===== config.mk =====
export PLATFORM = sky130hd
export DESIGN_NAME = enhanced_capture_pwm_unit_mode_and_output_steering
export DESIGN_NICKNAME = d
export VERILOG_FILES = /design/src/hw/enhanced_capture_pwm_unit_mode_and_output_steering.v
export VERILOG_INCLUDE_DIRS = /design/src /design/src/hw
export SDC_FILE = /design/constraint.sdc
export NUM_CORES = 1
export LEC_CHECK = 0
export ABC_AREA = 0
export BUFFER_PORTS_ARGS = -buffer_cell sky130_fd_sc_hd__buf_4
export CORE_UTILIZATION = 55
export DETAILED_ROUTE_END_ITERATION = 6
export GPL_TIMING_DRIVEN = 0
export PLACE_DENSITY = 0.77
export SETUP_SLACK_MARGIN = 0.1
export SLEW_MARGIN = 5
export SYNTH_ARGS = -nofsm -noshare
export SYNTH_HDL_FRONTEND = slang
export SYNTH_SLANG_ARGS = --single-unit

===== constraint.sdc =====
create_clock -name ref_clk_in -period 1.9 [get_ports ref_clk_in]
set_input_delay 0.38 -clock ref_clk_in [delete_from_list [all_inputs] [get_ports ref_clk_in]]
set_output_delay 0.38 -clock ref_clk_in [all_outputs]
set_load 0.02 [all_outputs]

===== src/hw/enhanced_capture_pwm_unit_mode_map.vh =====
/*
 * Register offsets, field positions, reset values and mode codes of the
 * enhanced capture/compare/PWM mode and steering block.
 * Assumes: included by the block's design file only.
 */
`ifndef ENHANCED_CAPTURE_PWM_UNIT_MODE_MAP_VH
`define ENHANCED_CAPTURE_PWM_UNIT_MODE_MAP_VH

`define ADDR_W              4
`define OFF_MODE_CONTROL    4'h0
`define OFF_DUTY_LOW_BYTE   4'h1
`define OFF_COMPARE_VALUE   4'h2
`define OFF_CAPTURE_VALUE   4'h3
`define OFF_IRQ_STATUS      4'h4
`define OFF_IRQ_CLEAR       4'h5
`define OFF_IRQ_ENABLE      4'h6
`define OFF_UNIT_STATUS     4'h7

`define MODE_CONTROL_RST    8'h00
`define FLD_STEER_HI        7
`define FLD_STEER_LO        6
`define FLD_DUTY_LSB_HI     5
`define FLD_DUTY_LSB_LO     4
`define FLD_MODE_HI         3
`define FLD_MODE_LO         0

`define MODE_OFF            4'h0
`define MODE_RSVD_A         4'h1
`define MODE_CMP_TOGGLE     4'h2
`define MODE_RSVD_B         4'h3
`define MODE_CAP_FALL       4'h4
`define MODE_CAP_RISE       4'h5
`define MODE_CAP_RISE4      4'h6
`define MODE_CAP_RISE16     4'h7
`define MODE_CMP_SET        4'h8
`define MODE_CMP_CLEAR      4'h9
`define MODE_CMP_SOFT       4'ha
`define MODE_CMP_SPECIAL    4'hb

`define STEER_SINGLE        2'h0
`define STEER_FULL_FWD      2'h1
`define STEER_HALF          2'h2
`define STEER_FULL_REV      2'h3

`define DEADBAND_CYCLES     3'h2

`define IRQ_BIT_MATCH       0
`define IRQ_BIT_CAPTURE     1

`endif

===== src/hw/enhanced_capture_pwm_unit_mode_and_output_steering.v =====
/*
 * Mode decode and output steering of an enhanced capture/compare/PWM unit:
 * control register, duty value, compare match actions, capture latch,
 * PWM steering onto four pins with polarity and a small deadband.
 * Assumes: timer value, PWM base waveform and capture pin come from outside;
 * capture pin is asynchronous; register port strobes are one cycle long.
 */
// Summary of operation
// - Compare modes: pin a only, others released; off, reserved and capture modes release all pins
// - Steer 00: pin a modulated, b-d released
// - Steer 01: d modulated, a active, b c inactive
// - Steer 10: a b complementary with deadband
// - Steer 11: b modulated, c active, a d inactive
// - Duty is low byte and two LSBs
// - Mode 0000 switches off, resets internal state
// - Codes 0001, 0011 reserved, no behaviour
// - Mode 0010 toggles pin, flags on match
// - Mode 0100 captures on falling edge
// - Mode 1001 clears pin, flags on match
// - Mode 1010 flags only, pin unchanged
// - Mode 1011 flags, resets timer, starts conversion while converter_enabled_in is high
// - Mode 1100 all pins active high
`timescale 1ns/1ps
`include "enhanced_capture_pwm_unit_mode_map.vh"

module enhanced_capture_pwm_unit_mode_and_output_steering
(
	input  wire        ref_clk_in,
	input  wire        arst_n_in,
	input  wire [3:0]  reg_addr_in,
	input  wire [7:0]  reg_wdata_in,
	input  wire        reg_write_in,
	input  wire        reg_read_in,
	output reg  [7:0]  reg_rdata_out,
	input  wire [15:0] timer_value_in,
	input  wire        pwm_base_in,
	input  wire        capture_pin_in,
	input  wire        converter_enabled_in,
	output reg  [3:0]  steer_out,
	output reg  [3:0]  steer_oe_out,
	output reg         timer_reset_out,
	output reg         conversion_start_out,
	output reg  [9:0]  duty_value_out,
	output reg         irq_out
);

	reg  [7:0]  mode_control_reg;
	reg  [7:0]  duty_low_byte_reg;
	reg  [15:0] compare_reg;
	reg  [15:0] capture_reg;
	reg  [1:0]  irq_status_reg;
	reg  [1:0]  irq_enable_reg;
	reg         compare_pin_reg;
	reg  [2:0]  cap_sync_reg;
	reg         cap_level_reg;
	reg  [3:0]  prescale_reg;
	reg         match_seen_reg;
	reg         pwm_prev_reg;
	reg  [2:0]  dead_cnt_reg;
	reg  [7:0]  rdata_next;
	reg  [3:0]  steer_next;
	reg  [3:0]  oe_next;
	reg         cap_event;
	reg         compare_pin_next;
	reg  [2:0]  dead_cnt_next;

	wire [3:0] unit_mode_select    = mode_control_reg[`FLD_MODE_HI:`FLD_MODE_LO];
	wire [1:0] output_steer_config = mode_control_reg[`FLD_STEER_HI:`FLD_STEER_LO];
	wire [1:0] duty_lsb_bits       = mode_control_reg[`FLD_DUTY_LSB_HI:`FLD_DUTY_LSB_LO];
	wire       pwm_mode            = unit_mode_select[3] & unit_mode_select[2];
	wire       compare_mode        = unit_mode_select[3] & ~unit_mode_select[2]
	                                 | (unit_mode_select == `MODE_CMP_TOGGLE);
	wire       raw_match           = (timer_value_in == compare_reg);
	wire       unit_match_flag     = compare_mode & raw_match & ~match_seen_reg;
	wire       wr_mode             = reg_write_in & (reg_addr_in == `OFF_MODE_CONTROL);
	wire       wr_duty             = reg_write_in & (reg_addr_in == `OFF_DUTY_LOW_BYTE);
	wire       wr_compare          = reg_write_in & (reg_addr_in == `OFF_COMPARE_VALUE);
	wire       wr_irq_en           = reg_write_in & (reg_addr_in == `OFF_IRQ_ENABLE);
	wire       cap_stable          = (cap_sync_reg[2] == cap_sync_reg[1]);
	wire       cap_rise            = cap_stable & cap_sync_reg[1] & ~cap_level_reg;
	wire       cap_fall            = cap_stable & ~cap_sync_reg[1] & cap_level_reg;
	wire [1:0] irq_set             = {cap_event, unit_match_flag};
	wire [1:0] irq_clr             = (reg_write_in && reg_addr_in == `OFF_IRQ_CLEAR) ? reg_wdata_in[1:0] : 2'h0;
	wire [1:0] irq_status_next     = (irq_status_reg & ~irq_clr) | irq_set;
	wire [3:0] pol_invert          = {unit_mode_select[0] & ~unit_mode_select[1] | (&unit_mode_select[1:0]),
	                                  unit_mode_select[1],
	                                  unit_mode_select[0],
	                                  unit_mode_select[1]};
	wire       pwm_settled         = (pwm_base_in == pwm_prev_reg) & (dead_cnt_reg == 3'h0);
	wire [3:0] steer_pol;

	// Capture qualification, with the prescaler counting rising edges
	always @*
	begin
		cap_event = 1'b0;
		case (unit_mode_select)
			`MODE_CAP_FALL:   cap_event = cap_fall;
			`MODE_CAP_RISE:   cap_event = cap_rise;
			`MODE_CAP_RISE4:  cap_event = cap_rise & (prescale_reg[1:0] == 2'h3);
			`MODE_CAP_RISE16: cap_event = cap_rise & (prescale_reg == 4'hf);
			default:          cap_event = 1'b0;
		endcase
	end

	// Pin action of the compare modes on a fresh match
	always @*
	begin
		compare_pin_next = compare_pin_reg;
		if (unit_match_flag)
		begin
			case (unit_mode_select)
				`MODE_CMP_TOGGLE: compare_pin_next = ~compare_pin_reg;
				`MODE_CMP_SET:    compare_pin_next = 1'b1;
				`MODE_CMP_CLEAR:  compare_pin_next = 1'b0;
				default:          compare_pin_next = compare_pin_reg;
			endcase
		end
	end

	// Dead time: the edge cycle itself is the first of the both-low cycles
	always @*
	begin
		if (pwm_base_in != pwm_prev_reg)
			dead_cnt_next = `DEADBAND_CYCLES - 3'h1;
		else if (dead_cnt_reg != 3'h0)
			dead_cnt_next = dead_cnt_reg - 3'h1;
		else
			dead_cnt_next = 3'h0;
	end

	// Pin steering: bit0 = a, 1 = b, 2 = c, 3 = d; polarity applied after
	always @*
	begin
		steer_next = 4'h0;
		oe_next    = 4'h0;
		if (!pwm_mode)
		begin
			steer_next = {3'h0, compare_pin_reg};
			oe_next    = (unit_mode_select[3] | unit_mode_select == `MODE_CMP_TOGGLE) ? 4'h1 : 4'h0;
		end
		else
		begin
			case (output_steer_config)
				`STEER_SINGLE:
				begin
					steer_next = {3'h0, pwm_base_in};
					oe_next    = 4'h1;
				end
				`STEER_FULL_FWD:
				begin
					steer_next = {pwm_base_in, 2'h0, 1'b1};
					oe_next    = 4'hf;
				end
				`STEER_HALF:
				begin
					steer_next = {2'h0, ~pwm_base_in & pwm_settled,
					              pwm_base_in & pwm_settled};
					oe_next    = 4'h3;
				end
				default:
				begin
					steer_next = {1'b0, 1'b1, pwm_base_in, 1'b0};
					oe_next    = 4'hf;
				end
			endcase
		end
	end

	// Polarity per pin; mode 1100 inverts nothing, only driven pins are inverted
	genvar pin;
	generate
		for (pin = 0; pin < 4; pin = pin + 1)
		begin : gen_pin_polarity
			assign steer_pol[pin] = steer_next[pin] ^ (pwm_mode & pol_invert[pin] & oe_next[pin]);
		end
	endgenerate

	// Read data for the cycle after the read strobe
	always @*
	begin
		case (reg_addr_in)
			`OFF_MODE_CONTROL:  rdata_next = mode_control_reg;
			`OFF_DUTY_LOW_BYTE: rdata_next = duty_low_byte_reg;
			`OFF_COMPARE_VALUE: rdata_next = compare_reg[7:0];
			`OFF_CAPTURE_VALUE: rdata_next = capture_reg[7:0];
			`OFF_IRQ_STATUS:    rdata_next = {6'h0, irq_status_reg};
			`OFF_IRQ_ENABLE:    rdata_next = {6'h0, irq_enable_reg};
			`OFF_UNIT_STATUS:   rdata_next = {7'h0, compare_pin_reg};
			default:            rdata_next = 8'h00;
		endcase
	end

	// Three-stage pin synchroniser; a change counts once stages two and three agree
	always @(posedge ref_clk_in or negedge arst_n_in)
	begin
		if (!arst_n_in)
		begin
			cap_sync_reg <= 3'h0;
			cap_level_reg <= 1'b0;
		end
		else
		begin
			cap_sync_reg <= {cap_sync_reg[1:0], capture_pin_in};
			if (cap_stable)
				cap_level_reg <= cap_sync_reg[1];
		end
	end

	always @(posedge ref_clk_in or negedge arst_n_in)
	begin
		if (!arst_n_in)
		begin
			mode_control_reg <= `MODE_CONTROL_RST;
			duty_low_byte_reg <= 8'h00;
			compare_reg <= 16'h0000;
			irq_enable_reg <= 2'h0;
			reg_rdata_out <= 8'h00;
		end
		else
		begin
			reg_rdata_out <= reg_read_in ? rdata_next : 8'h00;
			if (wr_mode)
				mode_control_reg <= reg_wdata_in;
			if (wr_duty)
				duty_low_byte_reg <= reg_wdata_in;
			// Compare value shifts in one byte per write, high byte first
			if (wr_compare)
				compare_reg <= {compare_reg[7:0], reg_wdata_in};
			if (wr_irq_en)
				irq_enable_reg <= reg_wdata_in[1:0];
		end
	end

	// Unit internal state; held in reset while the mode is off
	always @(posedge ref_clk_in or negedge arst_n_in)
	begin
		if (!arst_n_in)
		begin
			capture_reg <= 16'h0000;
			compare_pin_reg <= 1'b0;
			prescale_reg <= 4'h0;
			match_seen_reg <= 1'b0;
			pwm_prev_reg <= 1'b0;
			dead_cnt_reg <= 3'h0;
			timer_reset_out <= 1'b0;
			conversion_start_out <= 1'b0;
			duty_value_out <= 10'h000;
			steer_out <= 4'h0;
			steer_oe_out <= 4'h0;
		end
		else if (unit_mode_select == `MODE_OFF)
		begin
			capture_reg <= 16'h0000;
			compare_pin_reg <= 1'b0;
			prescale_reg <= 4'h0;
			match_seen_reg <= 1'b0;
			pwm_prev_reg <= 1'b0;
			dead_cnt_reg <= 3'h0;
			timer_reset_out <= 1'b0;
			conversion_start_out <= 1'b0;
			duty_value_out <= 10'h000;
			steer_out <= 4'h0;
			steer_oe_out <= 4'h0;
		end
		else
		begin
			match_seen_reg <= compare_mode & raw_match;
			if (cap_rise)
				prescale_reg <= prescale_reg + 4'h1;
			if (cap_event)
				capture_reg <= timer_value_in;
			compare_pin_reg <= compare_pin_next;
			timer_reset_out <= unit_match_flag & (unit_mode_select == `MODE_CMP_SPECIAL);
			conversion_start_out <= unit_match_flag & (unit_mode_select == `MODE_CMP_SPECIAL)
			                        & converter_enabled_in;
			duty_value_out <= pwm_mode ? {duty_low_byte_reg, duty_lsb_bits} : 10'h000;
			pwm_prev_reg <= pwm_base_in;
			dead_cnt_reg <= dead_cnt_next;
			steer_out <= steer_pol;
			steer_oe_out <= oe_next;
		end
	end

	// Sticky events: set wins over a simultaneous clear
	always @(posedge ref_clk_in or negedge arst_n_in)
	begin
		if (!arst_n_in)
		begin
			irq_status_reg <= 2'h0;
			irq_out <= 1'b0;
		end
		else
		begin
			irq_status_reg <= irq_status_next;
			irq_out <= |(irq_status_next & irq_enable_reg);
		end
	end

endmodule // enhanced_capture_pwm_unit_mode_and_output_steering


==> impl_metrics.py <==
metrics = {
    "yosys": {
        "syn-cell-area_sq_mm": 0.00393,
        "synth-edff-count": 0,
        "synth_sequential_area_ratio": 0.547,
        "ys_async_sr_fraction": 1.00,
        "synthesis.nets": 369,
        "synth_seq_cells": 86,
        "synth_cell_types": 52,
        "synth_warnings": 0,
        "syn_area_per_cell_sq_um": 11.9,
        "ys.flop_type": "dfrtp_1",
        "synth_cells": 331,
    },
    "clock_network": {
        "htreeDepth": 3,
        "cts.path.max_buffers": 2,
        "cts_root_buffer": "clkbuf_8",
        "cts_made_buffers": 9,
        "clk_latency_ps": 360,
        "clkTransAtPathRegs_ps": 90,
        "cts.sinks": 86,
        "cts_tree": "done",
    },
    "grt": {
        "grt_pass1_vias": 2660,
        "grtUsageMet2": 0.375,
        "grt_overflow": 0,
        "grt_use_total": 0.240,
        "grt_pass1_wl_microns": 13300,
        "use_met3": 0.0352,
        "use_met1": 0.338,
        "antenna_found_initial": 0,
        "grt_max_degree": 87,
        "grt_busiest_layer": "met2",
    },
    "final_layout": {
        "syn2layout_area_growth_pct": 21.9,
        "nets": 447,
        "final_util": 0.702,
        "largest_reg_flops": 16,
        "drive_gt1_frac": 0.353,
        "diodes": 0,
        "regArea_sq_mm": 0.00215,
        "num-fill-cells": 514,
        "final-instance-count-excl-fill": 510,
        "final_design_area_no_fill_sq_mm": 0.00479,
        "multiInputGateArea_sq_mm": 0.00168,
    },
    "detailed_routing": {
        "drt_iter0_markers": 254,
        "vias": 2794,
        "postRouteAntennaNets": 0,
        "viasPerCell": 5.48,
        "drcViolationCount": 0,
        "wl_per_cell_microns": 16.7,
        "drt_pass1_iterations": 5,
        "routed_wirelength_microns": 8530,
    },
    "floorplanning": {
        "dieWidth_microns": 86.5,
        "start_util": 0.575,
        "rows": 30,
        "io_pins": 64,
        "die_y_microns": 86.5,
        "core-area_sq_mm": 0.00683,
        "fp.dieArea_sq_mm": 0.00749,
    },
    "place": {
        "placedCellCount": 487,
        "dp_slack_ps": -174,
        "placed_area_sq_mm": 0.00450,
        "place_hpwl_microns": 5810,
        "port_buffers": 60,
        "place_congestion": 0.899,
    },
    "sta": {
        "rsz0062_at_grt": "no",
        "drv_slew": 0,
        "finalSetupViolations": 0,
        "fmax_ghz": 0.571,
        "finalCritPeriodShare": 0.922,
        "fin_skew_ps": 11.8,
        "worstMarginPinSlew_ps": 1050,
        "hold_viol": 0,
        "min_period_ps": 1750,
        "fin_ws_ps": 148,
        "slew_headroom": 0.303,
    },
    "critical_path": {
        "crit_chain": "ha_2 > nor2b_2 > and4b_1 > o21ai_4 > a21boi_4 > buf_4 > inv_1",
        "crit_fanout": 7,
        "start_kind": "flip-flop",
        "crit_type": "flip-flop to flip-flop",
        "slowest_delay_ps": 410,
        "cp-end-kind": "flip-flop",
        "crit_family": "compound AO/OA/AOI/OAI gates",
        "crit_arrival_ps": 2010,
        "critPathRequiredTime_ps": 2160,
        "crit_buf_inv": 2,
        "cp_slowest_cell": "dfrtp_1",
    },
    "flow_run": {
        "max_cap_viol_count": 0,
    },
    "power_and_ir_drop": {
        "power_frac_clock": 0.245,
        "switchingPower_mw": 1.59,
        "power.density_mw_per_mm2": 1010,
        "ir_drop_mv": 0.614,
        "p_leak_nw": 2.30,
        "power.internal_mw": 3.25,
        "pwr-share-seq": 0.499,
        "p_comb_frac": 0.256,
        "finalPower_mw": 4.84,
        "p_sw_frac": 0.328,
    },
    "hold_path": {
        "hold_path.class": "input port to flip-flop",
    },
    "status": {
        "status": "complete, no violations",
    },
}
[layout by cell type, fill, tap and decap left out, drive strengths merged, types with 6 or more instances in the layout]
master | synthesis | layout
dfrtp | 86 | 86
a21oi | 6 | 6
buf | 9 | 76
nor2b | 7 | 7
o21ai | 16 | 16
nor3 | 6 | 6
xnor2 | 19 | 19
inv | 16 | 19
clkbuf | 7 | 16
a22o | 6 | 6
nand2 | 17 | 17
nand3b | 12 | 12
nor2 | 25 | 25
and3 | 11 | 11
mux2 | 32 | 32
a222oi | 6 | 6
[synthesized netlist by cell type, drive strengths merged (4+ instances only)]
library cell,instances,area (sq um)
nor2,25,93.8
a222oi,6,60.1
mux2i,5,50.1
inv,16,60.1
nor3,6,52.6
nand3,4,25.0
xnor2,19,166
nand4,4,25.0
a22o,6,52.6
nand2,17,66.3
o21ai,16,91.3
buf,9,65.1
nand3b,12,90.1
mux2,32,360
dfrtp,86,2150
nor4,4,31.3
a21oi,6,30.0
clkbuf,7,27.5
xor2,4,35.0
nand2b,5,46.3
nor2b,7,43.8
and3,11,68.8
[power by group through the flow]
stage               combinational, mW  clock [mW]  sequential (mW)
global route                     1.35        1.29             2.45
finish                           1.24        1.18             2.41
global placement                 1.13           0             2.42
floorplan                       0.743           0             2.41
detailed placement               1.16           0             2.43
CTS                              1.19        1.20             2.40
[per-layer routing]
layer / vias up / routed length (microns)
met1: 1361 / 3740
met5: - / 0
li1: 1316 / -
met4: 0 / 130
met2: 106 / 4110
met3: 11 / 548
[worst register-to-register path, delay by kind of cell, from the launching register on]
kind	cells	cell delay, ps
and+or+nand+nor	2	430
adders and majority gates	1	200
AOI/OAI and AO/OA	2	470
DFF	1	410
buffers and inverters	2	150
[path summary, 6_finish.rpt]
path / start / endpoint / slack (ps) / cells past startpoint
max: cap_sync_reg[1] / irq_status_reg[1] / 150 / 7
min: capture_pin_in / cap_sync_reg[0] / 130 / 1
max reg2reg: cap_sync_reg[1] / irq_status_reg[1] / 150 / 7
min reg2reg: cap_sync_reg[0] / cap_sync_reg[1] / 360 / 0
max in group asynchronous: arst_n_in / irq_out / 1030 / 1
min in group asynchronous: arst_n_in / duty_low_byte_reg[6] / 210 / 1
[stage by stage]
step / hold slack, ps / setup TNS, ps
4_1_cts: 115 / 0
3_5_place_dp: 346 / -1080
3_3_place_gp: 335 / -571
6_report: 127 / 0
5_1_grt: 117 / 0
2_1_floorplan: 84.4 / 0
[logic make-up (layout without fill, tap and decap cells)]
kind of cell,after synthesis,count (layout),synth area share
simple gates,104,104,0.158
flops,86,86,0.547
mux,39,39,0.116
fa+ha+maj,3,3,0.00955
compound gates,44,44,0.0796
buf+inv,32,115,0.0388
xor+xnor,23,23,0.0512
[area by class of cell]
class,count,area share
plain buffers,16,0.0204
clock buffers,9,0.0258
clock inverters,7,0.0117
inverters,16,0.0125
multi-input cells,213,0.351
flip-flops and latches,86,0.449
well taps,96,0.0251
repair buffers,67,0.105
[repair_timing]
item | 4_1_cts | 5_1_grt
buffers inserted | 0 | 7
hold buffers | 0 | 0
gates resized for setup | 6 | 10
pin swaps | 1 | 4
endpoints found under the setup margin | 14 | 11
Power figures use the tool's default switching activity.
